[src/pstc_pkg.sv]
/*
 * Shared constants for the strap-pin configuration loader of the
 * four-source high speed and auxiliary switch.
 * Assumes a single 100 MHz clock and a synchronous active-high reset.
 */
package pstc_pkg;

    localparam int REG_W = 8;
    localparam int IDX_W = 3;

    // Register indices on the decoded serial register port
    localparam logic [2:0] FAST_MODE_IDX = 3'h0;
    localparam logic [2:0] SIDE_MODE_IDX = 3'h1;
    localparam logic [2:0] IN_TERM_IDX = 3'h2;
    localparam logic [2:0] PULSE_AB_IDX = 3'h3;
    localparam logic [2:0] PULSE_CD_IDX = 3'h4;
    localparam logic [2:0] EQ_AB_IDX = 3'h5;
    localparam logic [2:0] EQ_CD_IDX = 3'h6;
    localparam logic [2:0] OUT_DRIVE_IDX = 3'h7;

    // Field positions in the two device mode registers
    localparam int MODE_EN_BIT = 6;
    localparam int MODE_SEL_LSB = 2;
    localparam int MODE_SEL_MSB = 5;
    localparam int SRC_LSB = 0;
    localparam int SRC_MSB = 1;

    // Field positions in the receiver and transmitter registers
    localparam int IN_TERM_BIT = 0;
    localparam int EMPH_LSB = 2;
    localparam int EMPH_MSB = 3;
    localparam int OUT_TERM_BIT = 1;
    localparam int OUT_DRIVE_BIT = 0;

    // Forced values while the straps govern the registers
    localparam logic [3:0] QUAD_MODE = 4'h0;
    localparam logic SIDE_FORCED_ON = 1'b1;
    localparam logic IN_TERM_FORCED_ON = 1'b1;
    localparam logic [7:0] PULSE_FORCED = 8'h00;

    // Values after reset
    localparam logic [7:0] REG_RST = 8'h00;
    localparam logic STRAP_MODE_RST = 1'b1;
    localparam logic [7:0] RDATA_RST = 8'h00;
    localparam logic [3:0] ONEHOT_RST = 4'h0;
    localparam logic [15:0] CHAN_RST = 16'h0000;

    // Pre-emphasis codes
    localparam logic [1:0] EMPH_NONE = 2'h0;
    localparam logic [1:0] EMPH_LOW = 2'h1;
    localparam logic [1:0] EMPH_MED = 2'h2;
    localparam logic [1:0] EMPH_HIGH = 2'h3;

    typedef enum logic [1:0] {
        PSTC_SRC_A = 2'b00,
        PSTC_SRC_B = 2'b01,
        PSTC_SRC_C = 2'b10,
        PSTC_SRC_D = 2'b11
    } pstc_src_t;

    typedef enum logic [0:0] {
        PSTC_CFG_STRAP = 1'b0,
        PSTC_CFG_SERIAL = 1'b1
    } pstc_cfg_t;

endpackage

[src/pstc_cfg_reg.sv]
/*
 * One eight-bit configuration register that follows a strap-derived
 * value until the serial side takes over, then keeps serial writes.
 * Assumes the caller decodes the write strobe for this register.
 */
`timescale 1ns/1ps
module pstc_cfg_reg (
    input wire logic clk_in,
    input wire logic srst_in,
    input wire logic strap_mode_in,
    input wire logic [7:0] strap_val_in,
    input wire logic wr_en_in,
    input wire logic [7:0] wdata_in,
    output logic [7:0] q_out
);

    logic [7:0] q_ff;
    logic [7:0] nxt_q;

    always_comb begin
        nxt_q = q_ff;
        if (wr_en_in) begin
            nxt_q = wdata_in;
        end else if (strap_mode_in) begin
            nxt_q = strap_val_in;
        end
    end

    always_ff @(posedge clk_in) begin
        if (srst_in) begin
            q_ff <= pstc_pkg::REG_RST;
        end else begin
            q_ff <= nxt_q;
        end
    end

    assign q_out = q_ff;

endmodule

[src/pstc_src_decode.sv]
/*
 * Two-bit source code to one-hot source select, gated by an enable.
 * Assumes quad switching; other modes give no one-hot route.
 */
`timescale 1ns/1ps
module pstc_src_decode (
    input wire logic enable_in,
    input wire logic [3:0] mode_in,
    input wire logic [1:0] src_in,
    output logic [3:0] onehot_out
);

    always_comb begin
        onehot_out = 4'h0;
        if (enable_in && (mode_in == pstc_pkg::QUAD_MODE)) begin
            case (pstc_pkg::pstc_src_t'(src_in))
                pstc_pkg::PSTC_SRC_A: onehot_out = 4'h1;
                pstc_pkg::PSTC_SRC_B: onehot_out = 4'h2;
                pstc_pkg::PSTC_SRC_C: onehot_out = 4'h4;
                pstc_pkg::PSTC_SRC_D: onehot_out = 4'h8;
                default: onehot_out = 4'h0;
            endcase
        end
    end

endmodule

[src/pstc_top.sv]
/*
 * Strap-pin configuration loader: composes the eight switch
 * configuration registers from static strap pins after reset, hands
 * them to the serial side on its first access, and decodes them into
 * the controls of the analog switch paths.
 * Assumes strap pins are static levels synchronous to clk_in and that
 * the serial control block presents already-decoded register accesses.
 */
`timescale 1ns/1ps
// Function
// - Output termination bit turns all fast output terminations off at 0, on at 1.
// - Output drive bit selects 10 mA when clear, 20 mA when set.
// - Registers load from straps; board ties each strap high or low.
// - Straps govern only after reset and until any serial register access.
// - Strap mode forces fast switching to quad, mode field zero.
// - Fast enable strap puts fast channels in standby at 0, on at 1.
// - Source select codes 00 to 11 route fast sources A to D.
// - Strap mode forces auxiliary switch enabled and in quad mode.
// - Same source select codes route auxiliary sources A to D.
// - Strap mode forces input termination enable bit 0 to 1.
// - Strap mode forces both termination pulse registers to zero.
// - Every bit of both equalizer registers copies the equalization strap.
// - Transmitter register takes emphasis, output termination, drive straps.
// - Fast mode register: enable bit 6, zeros 5 to 2, source 1:0.
// - Auxiliary mode register: one at bit 6, zeros, source 1:0.
// - Emphasis code selects none, low, medium or high for all channels.
// - Equalization strap selects low at 0, high at 1, all inputs.
module pstc_top (
    input wire logic clk_in,
    input wire logic srst_in,
    input wire logic strap_fast_path_on_in,
    input wire logic [1:0] strap_source_sel_in,
    input wire logic strap_eq_high_in,
    input wire logic [1:0] strap_emph_level_in,
    input wire logic strap_out_term_on_in,
    input wire logic strap_out_drive_high_in,
    input wire logic ser_wr_in,
    input wire logic ser_rd_in,
    input wire logic [2:0] ser_addr_in,
    input wire logic [7:0] ser_wdata_in,
    output logic [7:0] ser_rdata_out,
    output logic ser_rvalid_out,
    output logic strap_active_out,
    output logic fast_path_on_out,
    output logic [3:0] fast_mode_out,
    output logic [3:0] fast_src_onehot_out,
    output logic side_path_on_out,
    output logic [3:0] side_mode_out,
    output logic [3:0] side_common_lines_src_out,
    output logic in_term_on_out,
    output logic [15:0] term_pulse_out,
    output logic [15:0] eq_high_out,
    output logic [1:0] emph_level_out,
    output logic emph_active_out,
    output logic out_term_on_out,
    output logic out_drive_high_out
);

    logic strap_mode_ff;
    logic nxt_strap_mode;
    logic ser_access;

    logic [7:0] strap_fast_mode;
    logic [7:0] strap_side_mode;
    logic [7:0] strap_in_term;
    logic [7:0] strap_eq;
    logic [7:0] strap_out_drive;

    logic [7:0] wr_sel;
    logic [7:0] fast_mode_q;
    logic [7:0] side_mode_q;
    logic [7:0] in_term_q;
    logic [7:0] pulse_ab_q;
    logic [7:0] pulse_cd_q;
    logic [7:0] eq_ab_q;
    logic [7:0] eq_cd_q;
    logic [7:0] out_drive_q;

    logic [3:0] fast_onehot;
    logic [3:0] side_onehot;

    logic [7:0] rdata_ff;
    logic [7:0] nxt_rdata;
    logic rvalid_ff;

    logic fast_on_ff;
    logic [3:0] fast_mode_ff;
    logic [3:0] fast_src_ff;
    logic side_on_ff;
    logic [3:0] side_mode_ff;
    logic [3:0] side_src_ff;
    logic in_term_ff;
    logic [15:0] term_pulse_ff;
    logic [15:0] eq_high_ff;
    logic [1:0] emph_ff;
    logic emph_active_ff;
    logic out_term_ff;
    logic out_drive_ff;

    // Configuration ownership

    assign ser_access = ser_wr_in | ser_rd_in;

    // Any access, read or write, hands the registers to the serial side
    // for good; only a reset gives them back to the straps.
    always_comb begin
        nxt_strap_mode = strap_mode_ff;
        if (ser_access) begin
            nxt_strap_mode = 1'b0;
        end
    end

    always_ff @(posedge clk_in) begin
        if (srst_in) begin
            strap_mode_ff <= pstc_pkg::STRAP_MODE_RST;
        end else begin
            strap_mode_ff <= nxt_strap_mode;
        end
    end

    // Strap compositions of each register

    always_comb begin
        strap_fast_mode = 8'h00;
        strap_fast_mode[pstc_pkg::MODE_EN_BIT] = strap_fast_path_on_in;
        strap_fast_mode[pstc_pkg::MODE_SEL_MSB:pstc_pkg::MODE_SEL_LSB] = pstc_pkg::QUAD_MODE;
        strap_fast_mode[pstc_pkg::SRC_MSB:pstc_pkg::SRC_LSB] = strap_source_sel_in;
    end

    always_comb begin
        strap_side_mode = 8'h00;
        strap_side_mode[pstc_pkg::MODE_EN_BIT] = pstc_pkg::SIDE_FORCED_ON;
        strap_side_mode[pstc_pkg::MODE_SEL_MSB:pstc_pkg::MODE_SEL_LSB] = pstc_pkg::QUAD_MODE;
        strap_side_mode[pstc_pkg::SRC_MSB:pstc_pkg::SRC_LSB] = strap_source_sel_in;
    end

    always_comb begin
        strap_in_term = 8'h00;
        strap_in_term[pstc_pkg::IN_TERM_BIT] = pstc_pkg::IN_TERM_FORCED_ON;
    end

    assign strap_eq = {8{strap_eq_high_in}};

    always_comb begin
        strap_out_drive = 8'h00;
        strap_out_drive[pstc_pkg::EMPH_MSB:pstc_pkg::EMPH_LSB] = strap_emph_level_in;
        strap_out_drive[pstc_pkg::OUT_TERM_BIT] = strap_out_term_on_in;
        strap_out_drive[pstc_pkg::OUT_DRIVE_BIT] = strap_out_drive_high_in;
    end

    // Write decode

    always_comb begin
        wr_sel = 8'h00;
        if (ser_wr_in) begin
            wr_sel[ser_addr_in] = 1'b1;
        end
    end

    // Register storage; a write in the cycle that ends strap mode wins
    // over the strap value of that same cycle.

    pstc_cfg_reg u_fast_mode (
        .clk_in(clk_in),
        .srst_in(srst_in),
        .strap_mode_in(nxt_strap_mode),
        .strap_val_in(strap_fast_mode),
        .wr_en_in(wr_sel[pstc_pkg::FAST_MODE_IDX]),
        .wdata_in(ser_wdata_in),
        .q_out(fast_mode_q)
    );

    pstc_cfg_reg u_side_mode (
        .clk_in(clk_in),
        .srst_in(srst_in),
        .strap_mode_in(nxt_strap_mode),
        .strap_val_in(strap_side_mode),
        .wr_en_in(wr_sel[pstc_pkg::SIDE_MODE_IDX]),
        .wdata_in(ser_wdata_in),
        .q_out(side_mode_q)
    );

    pstc_cfg_reg u_in_term (
        .clk_in(clk_in),
        .srst_in(srst_in),
        .strap_mode_in(nxt_strap_mode),
        .strap_val_in(strap_in_term),
        .wr_en_in(wr_sel[pstc_pkg::IN_TERM_IDX]),
        .wdata_in(ser_wdata_in),
        .q_out(in_term_q)
    );

    pstc_cfg_reg u_pulse_ab (
        .clk_in(clk_in),
        .srst_in(srst_in),
        .strap_mode_in(nxt_strap_mode),
        .strap_val_in(pstc_pkg::PULSE_FORCED),
        .wr_en_in(wr_sel[pstc_pkg::PULSE_AB_IDX]),
        .wdata_in(ser_wdata_in),
        .q_out(pulse_ab_q)
    );

    pstc_cfg_reg u_pulse_cd (
        .clk_in(clk_in),
        .srst_in(srst_in),
        .strap_mode_in(nxt_strap_mode),
        .strap_val_in(pstc_pkg::PULSE_FORCED),
        .wr_en_in(wr_sel[pstc_pkg::PULSE_CD_IDX]),
        .wdata_in(ser_wdata_in),
        .q_out(pulse_cd_q)
    );

    pstc_cfg_reg u_eq_ab (
        .clk_in(clk_in),
        .srst_in(srst_in),
        .strap_mode_in(nxt_strap_mode),
        .strap_val_in(strap_eq),
        .wr_en_in(wr_sel[pstc_pkg::EQ_AB_IDX]),
        .wdata_in(ser_wdata_in),
        .q_out(eq_ab_q)
    );

    pstc_cfg_reg u_eq_cd (
        .clk_in(clk_in),
        .srst_in(srst_in),
        .strap_mode_in(nxt_strap_mode),
        .strap_val_in(strap_eq),
        .wr_en_in(wr_sel[pstc_pkg::EQ_CD_IDX]),
        .wdata_in(ser_wdata_in),
        .q_out(eq_cd_q)
    );

    pstc_cfg_reg u_out_drive (
        .clk_in(clk_in),
        .srst_in(srst_in),
        .strap_mode_in(nxt_strap_mode),
        .strap_val_in(strap_out_drive),
        .wr_en_in(wr_sel[pstc_pkg::OUT_DRIVE_IDX]),
        .wdata_in(ser_wdata_in),
        .q_out(out_drive_q)
    );

    // Read port

    always_comb begin
        case (ser_addr_in)
            pstc_pkg::FAST_MODE_IDX: nxt_rdata = fast_mode_q;
            pstc_pkg::SIDE_MODE_IDX: nxt_rdata = side_mode_q;
            pstc_pkg::IN_TERM_IDX: nxt_rdata = in_term_q;
            pstc_pkg::PULSE_AB_IDX: nxt_rdata = pulse_ab_q;
            pstc_pkg::PULSE_CD_IDX: nxt_rdata = pulse_cd_q;
            pstc_pkg::EQ_AB_IDX: nxt_rdata = eq_ab_q;
            pstc_pkg::EQ_CD_IDX: nxt_rdata = eq_cd_q;
            pstc_pkg::OUT_DRIVE_IDX: nxt_rdata = out_drive_q;
            default: nxt_rdata = pstc_pkg::RDATA_RST;
        endcase
    end

    // Read data holds until the next read so a slow serial shifter can
    // pick it up at its own pace.
    always_ff @(posedge clk_in) begin
        if (srst_in) begin
            rdata_ff <= pstc_pkg::RDATA_RST;
            rvalid_ff <= 1'b0;
        end else begin
            rvalid_ff <= ser_rd_in;
            if (ser_rd_in) begin
                rdata_ff <= nxt_rdata;
            end
        end
    end

    // Source routing

    pstc_src_decode u_fast_src (
        .enable_in(fast_mode_q[pstc_pkg::MODE_EN_BIT]),
        .mode_in(fast_mode_q[pstc_pkg::MODE_SEL_MSB:pstc_pkg::MODE_SEL_LSB]),
        .src_in(fast_mode_q[pstc_pkg::SRC_MSB:pstc_pkg::SRC_LSB]),
        .onehot_out(fast_onehot)
    );

    pstc_src_decode u_side_src (
        .enable_in(side_mode_q[pstc_pkg::MODE_EN_BIT]),
        .mode_in(side_mode_q[pstc_pkg::MODE_SEL_MSB:pstc_pkg::MODE_SEL_LSB]),
        .src_in(side_mode_q[pstc_pkg::SRC_MSB:pstc_pkg::SRC_LSB]),
        .onehot_out(side_onehot)
    );

    // Fast path controls; disabled channels drop to standby
    always_ff @(posedge clk_in) begin
        if (srst_in) begin
            fast_on_ff <= 1'b0;
            fast_mode_ff <= pstc_pkg::QUAD_MODE;
            fast_src_ff <= pstc_pkg::ONEHOT_RST;
        end else begin
            fast_on_ff <= fast_mode_q[pstc_pkg::MODE_EN_BIT];
            fast_mode_ff <= fast_mode_q[pstc_pkg::MODE_SEL_MSB:pstc_pkg::MODE_SEL_LSB];
            fast_src_ff <= fast_onehot;
        end
    end

    // Auxiliary path controls
    always_ff @(posedge clk_in) begin
        if (srst_in) begin
            side_on_ff <= 1'b0;
            side_mode_ff <= pstc_pkg::QUAD_MODE;
            side_src_ff <= pstc_pkg::ONEHOT_RST;
        end else begin
            side_on_ff <= side_mode_q[pstc_pkg::MODE_EN_BIT];
            side_mode_ff <= side_mode_q[pstc_pkg::MODE_SEL_MSB:pstc_pkg::MODE_SEL_LSB];
            side_src_ff <= side_onehot;
        end
    end

    // Input side controls; channel bit n follows the register bit order
    // B0..B3, A0..A3, then C3..C0, D3..D0.
    always_ff @(posedge clk_in) begin
        if (srst_in) begin
            in_term_ff <= 1'b0;
            term_pulse_ff <= pstc_pkg::CHAN_RST;
            eq_high_ff <= pstc_pkg::CHAN_RST;
        end else begin
            in_term_ff <= in_term_q[pstc_pkg::IN_TERM_BIT];
            term_pulse_ff <= {pulse_cd_q, pulse_ab_q};
            eq_high_ff <= {eq_cd_q, eq_ab_q};
        end
    end

    // Output side controls, shared by all fast channels
    always_ff @(posedge clk_in) begin
        if (srst_in) begin
            emph_ff <= pstc_pkg::EMPH_NONE;
            emph_active_ff <= 1'b0;
            out_term_ff <= 1'b0;
            out_drive_ff <= 1'b0;
        end else begin
            emph_ff <= out_drive_q[pstc_pkg::EMPH_MSB:pstc_pkg::EMPH_LSB];
            emph_active_ff <= out_drive_q[pstc_pkg::EMPH_MSB:pstc_pkg::EMPH_LSB] != pstc_pkg::EMPH_NONE;
            out_term_ff <= out_drive_q[pstc_pkg::OUT_TERM_BIT];
            out_drive_ff <= out_drive_q[pstc_pkg::OUT_DRIVE_BIT];
        end
    end

    assign ser_rdata_out = rdata_ff;
    assign ser_rvalid_out = rvalid_ff;
    assign strap_active_out = strap_mode_ff;
    assign fast_path_on_out = fast_on_ff;
    assign fast_mode_out = fast_mode_ff;
    assign fast_src_onehot_out = fast_src_ff;
    assign side_path_on_out = side_on_ff;
    assign side_mode_out = side_mode_ff;
    assign side_common_lines_src_out = side_src_ff;
    assign in_term_on_out = in_term_ff;
    assign term_pulse_out = term_pulse_ff;
    assign eq_high_out = eq_high_ff;
    assign emph_level_out = emph_ff;
    assign emph_active_out = emph_active_ff;
    assign out_term_on_out = out_term_ff;
    assign out_drive_high_out = out_drive_ff;

endmodule

[config.mk]
export PLATFORM = sky130hd
export DESIGN_NAME = pstc_top
export DESIGN_NICKNAME = d
export VERILOG_FILES = /design/src/pstc_pkg.sv /design/src/pstc_cfg_reg.sv /design/src/pstc_src_decode.sv /design/src/pstc_top.sv
export SDC_FILE = /design/constraint.sdc
export NUM_CORES = 1
export LEC_CHECK = 0
export ABC_AREA = 1
export BUFFER_PORTS_ARGS = -buffer_cell sky130_fd_sc_hd__buf_2
export CORE_ASPECT_RATIO = 1.2
export CORE_UTILIZATION = 53
export CTS_BUF_LIST = sky130_fd_sc_hd__clkbuf_8 sky130_fd_sc_hd__clkbuf_16
export DETAILED_ROUTE_END_ITERATION = 7
export PLACE_DENSITY = 0.72
export SLEW_MARGIN = 20
export SYNTH_ARGS = -nofsm -noshare
export SYNTH_HDL_FRONTEND = slang
export SYNTH_SLANG_ARGS = --single-unit
[constraint.sdc]
create_clock -name clk_in -period 1.3 [get_ports clk_in]
set_input_delay 0.13 -clock clk_in [delete_from_list [all_inputs] [get_ports clk_in]]
set_output_delay 0.13 -clock clk_in [all_outputs]
set_load 0.01 [all_outputs]
Word level (Yosys, flattened, before mapping):

Index checks and enable logic that the tools add are counted.

* flip-flop bits (word level): 130

* magnitude comparators: 2
* equality and inequality tests: 13
* muxes and demuxes: 21
* bitwise operators: 3
* reduce and logical (&&, ||, !) cells: 19

Operators by type and width (count)
* 2-to-1 mux 8 bit: 15
* case mux 8 bit (8 select lines): 1
* case mux 4 bit (4 select lines): 2
* nonzero test 2 bit: 9
* equality test 3 bit (second input constant): 4
* equality test 2 bit (second input constant): 4
* zero test 4 bit: 2
* equality test 3 x 2 -> 1 bit (second input constant): 2
* equality test 2 x 1 -> 1 bit (second input constant): 2
* zero test 2 bit: 2
* less-than comparator 3 x 4 -> 1 bit (second input constant): 1
* OR reduction 2 bit: 2
* demux 1 bit (select 3 bit): 1
* equality test 3 x 1 -> 1 bit (second input constant): 1
* >= comparator 3 x 1 -> 1 bit (second input constant): 1
* logical AND 1 bit: 3
* zero test 3 bit: 1
* 2-to-1 mux 1 bit: 2
* NOT 1 bit: 2
* OR 1 bit: 1

Logic depth before layout (Yosys ltp):

* depth after elaboration: 6
* depth in mapped cells: 9

By module:

From an unflattened synthesis, not the netlist that was laid out.

* cells, all modules: 870
* area total of the unflattened synthesis: 5993.2 um2

Modules (own cells, without submodules)
* pstc_cfg_reg: times used 8, cells an instance 61, area each 409.1 um2, seq. area each 160.2 um2
* pstc_top: times used 1, cells an instance 356, area each 2600.0 um2, seq. area each 1321.3 um2
* pstc_src_decode: times used 2, cells an instance 13, area each 60.1 um2, seq. area each 0.0 um2

Least setup slack after synthesis:

Ideal clock, no wire load.

* path kind: register to register
* from: reg strap_mode_ff, in the netlist strap_active_out
* to: reg u_in_term.q_ff[5], in the netlist u_in_term.q_out[5]
* setup time: 119 ps
* arrival time: 1009 ps
* data required time: 1181 ps
* slack: 172 ps
* cell stages (with the launch flop): 6
* path buffers: 1
* path through: dfxtp_1 nand3_4 buf_4 and2_1 nand3_1 o21ai_1

* word-level cells in the longest chain between the ends: 2

RTL lines
* from (decl): line pstc_top.sv:59 `logic strap_mode_ff;`
* from (signal assigned): line pstc_top.sv:115 `strap_mode_ff <= pstc_pkg::STRAP_MODE_RST;`
* from (signal assigned): line pstc_top.sv:117 `strap_mode_ff <= nxt_strap_mode;`
* 2-to-1 mux 1 bit: line pstc_top.sv:108 `if (ser_access) begin`
* nonzero test 2 bit (no line)
* to (signal assigned): line pstc_cfg_reg.sv:31 `q_ff <= pstc_pkg::REG_RST;`
* to (signal assigned): line pstc_cfg_reg.sv:33 `q_ff <= nxt_q;`
* to (decl): line pstc_cfg_reg.sv:17 `logic [7:0] q_ff;`

Every way passes these cells.
A chain may end at the register's enable or synchronous reset.

Worst setup path after layout:

* from: reg strap_mode_ff, in the netlist strap_active_out
* to: reg u_eq_ab.q_ff[0], in the netlist u_eq_ab.q_out[0]

* word-level cells in the longest chain between the ends: 2

RTL lines (line)
* 2-to-1 mux 1 bit: pstc_top.sv:108
* nonzero test 2 bit (no line)
* to (signal assigned): pstc_cfg_reg.sv:31
* to (signal assigned): pstc_cfg_reg.sv:33
* to (decl): pstc_cfg_reg.sv:17

Every way passes these cells.

==> results.txt <==
Entering global routing, the biggest net connects 39 pins. The tools report the detailed-route wire length as 14.3 mm. The worst path required time was 1.72 ns; the overall die area was 9770 um2.

CTS built an H-tree with a depth of 4. The number of synthesized flops with an enable pin came out at 0. The run gives -0.00613 ns as the worst setup slack before clock tree synthesis. The height of the die is 108 um, and the first-iteration detailed-routing DRC count is 263.

Final core utilization: 0.706. Across the run, the number of max-cap violations was 0. Library cell occupying the most area in the post-synthesis netlist: dfxtp_1. In this run the power density over the cells is 1450 nW/um2. For the clock insertion delay at the later pin of the skew report, the log shows 0.52 ns. The number of buffers created by CTS came out at 17. The routed wire length per instance works out to 16.1 um. The floorplan has 38 rows. After the last flow step, the layout net total stands at 779. The analysis attributes to cell leakage a power of 0.00296 uW. The tools report the sequential element share of the synthesized area as 0.524.

The maximum count of clock buffers along a single path was 2. Relative to the synthesized area, the layout overhead comes to 29.0%. The ratio of final minimum period to clock period works out to 0.944.

For the worst setup path, the data arrival time is 1.64 ns. During placement, the flow inserted port buffers numbering 88. The worst clock skew on the final layout was 0.00785 ns.

Setup repair after global routing left no endpoint under its margin. The tools report the via count of the first global-routing pass as 4,525. Sorting the synthesized cells by area gives the leading types as dfxtp_1 (52%), nand2_1 (7.2%), nor2_1 (7.1%), inv_1 (5.6%), nand4_1 (4.4%). CTS root buffer: clkbuf_8.

For the pin with the worst max-slew slack, the measured transition is 0.429 ns. Based on the critical path, the design can be clocked at up to 0.815 GHz. The minimum period implied by the final worst setup slack was 1.23 ns. The share of final-layout standard cells stronger than drive strength 1 is 0.232. Type of the most critical hold path: in2reg. The layout has 762 filler cells.

The tools report the total nets after synthesis as 651. TritonCTS built the clock tree. The width of the die was 90.4 um. Once detail routing completed, the nets flagged for antenna violations numbered 0.

Relative slew slack: 0.713. The worst setup path is captured at a flip-flop. IR analysis of the VDD net gives a maximum drop of 0.000861 V.

The most common flop cell mapped by yosys is dfxtp_1. The logs give 0.0724 ns for the worst setup margin and 0.308 for the total global routing track utilization. The initial core utilization was 0.547; the proportion of netlist area held by the largest area contributor was 0.524.

Critical setup path kind: reg2reg. The run gives 4970 um2 as the total standard cell area after synthesis. Counting every instance in the synthesized netlist gives 628. The post-detailed-route DRC marker count was 0. The wire-length estimate of the detail-placed layout is 10.2 mm. The worst setup path is launched from a flip-flop. For the number of diodes added for antenna fixing, the log shows 0.

The flow ran to the end, and the final reports show no timing, DRC or antenna violations. Clock transition at the register clock pins on the worst setup and hold paths after CTS: 0.06 ns. By count the netlist is led by dfxtp_1 (130), nand2_1 (96), nor2_1 (94). The tools report the initial antenna violation count as 0. dfxtp_1 is the most common cell in the netlist.

The first detailed-routing pass took 5 iterations. The core region is 9080 um2. The post-synthesis register bit count was 130; the largest driver fanout on the critical path was 8.

Summed over all layers, the global routing overflow is 0. For the count of endpoints failing hold in the final timing report, the log shows 0. The tree built by TritonCTS fans out to 130 sinks. During synthesis, Yosys emitted a total of 0 warnings. The via density per instance is 5.32. The average cell area after synthesis was 7.92 um2; the count of different cell masters after synthesis was 30. For this block, the via count after detailed routing is 4,725. The run gives 22.7 mm as the wire length of the first global-routing pass. The proportion of synthesized flip-flops having asynchronous set or reset was 0; the number of max-slew violations in the final report was 0. Routability-driven placement finished with a final weighted congestion of 0.915. The logs give 0 for the number of setup violations in the final report and 89 for the I/O pin count.
-- path summary, 6_finish.rpt --
path	startpoint	end	slack, ns	depth (start not counted)
max	strap_active_out	u_eq_ab.q_out[0]	0.07	5
min	srst_in	strap_active_out	0.02	3
min reg2reg	u_out_drive.q_out[1]	out_term_on_out	0.44	2
max reg2reg	strap_active_out	u_eq_ab.q_out[0]	0.07	5
-- cell families after synthesis --
| kind of cell | share of synthesized area |
|---|---|
| AO/OA/AOI/OAI | 0.113 |
| buffers and inverters | 0.0992 |
| flip-flops | 0.524 |
| AND/OR/NAND/NOR | 0.264 |
-- layout by cell type, fill, tap and decap left out, drive strengths merged --
cell type / Yosys / routed
nand4: 37 / 37
o211ai: 5 / 5
bufinv: 0 / 1
nand3: 39 / 39
buf: 27 / 128
o21a: 8 / 8
nand2: 98 / 98
clkbuf: 2 / 19
dlygate4sd3: 0 / 10
clkinvlp: 0 / 4
clkinv: 1 / 5
o21ai: 61 / 61
and2: 1 / 1
a22oi: 1 / 1
a21oi: 18 / 18
inv: 83 / 86
o22ai: 10 / 10
nor2: 99 / 99
nor3: 8 / 8
dfxtp: 130 / 130
-- registers in the layout (all words and copies together), names as in the netlist, 2 cells and up --
name,cells
u_pulse_ab.q_out,8
term_pulse_out,16
ser_rdata_out,8
u_fast_mode.q_out,8
side_mode_out,4
fast_mode_out,4
eq_high_out,16
u_out_drive.q_out,8
u_eq_cd.q_out,8
u_pulse_cd.q_out,8
u_in_term.q_out,8
u_eq_ab.q_out,8
u_side_mode.q_out,8
side_common_lines_src_out,4
fast_src_onehot_out,4
emph_level_out,2
-- power by group --
part | leakage (uW) | switching [uW] | internal, uW
Sequential | 0.00106 | 68.1 | 4120
Clock | 0.000265 | 1690 | 2590
Combinational | 0.00164 | 510 | 300
Total | 0.00296 | 2270 | 7010
-- per-stage QoR --
step                instances  total power (uW)  instance area (um2)  hold slack (ns)  setup TNS (ns)
finish                    888              9270                 6410           0.0154               0
global route              888              9540                 6410           0.0332               0
CTS                       888              9280                 6410          0.00747               0
detailed placement        847              5040                 5770            0.397         -0.0103
global placement          847              5020                 5770            0.393               0
floorplan                 628              4690                 4970            0.278               0
-- metal layers --
layer	global-route usage	vias to the layer above	share of wire
li1	-	2313	-
met1	0.370	2163	0.41
met2	0.517	203	0.47
met3	0.0541	46	0.071
met4	0.188	0	0.048
met5	0	-	0
-- cell type report --
class	count	area, um2	share of cell area
Inverter	84	315	0.0492
Clock buffer	19	442	0.0689
Clock inverter	12	95.1	0.0148
Tap cell	120	150	0.0234
Timing Repair Buffer	138	932	0.145
Sequential cell	130	2600	0.406
Multi-Input combinational cell	385	1880	0.292
-- critical path, stage by stage (launching register included) --
cell,delay (ns)
dfxtp_2,0.35
nand3_4,0.18
buf_4,0.21
nand2_4,0.10
o22ai_1,0.10
o21a_1,0.18
-- what timing repair did --
item | 4_1_cts | 5_1_grt
buffers inserted | 0 | 0
hold endpoints to repair | 13 | 0
resized for setup | 0 | 2
hold buffers | 10 | 0
setup endpoints to repair | 0 | 7
(Power assumes the default switching activity.)
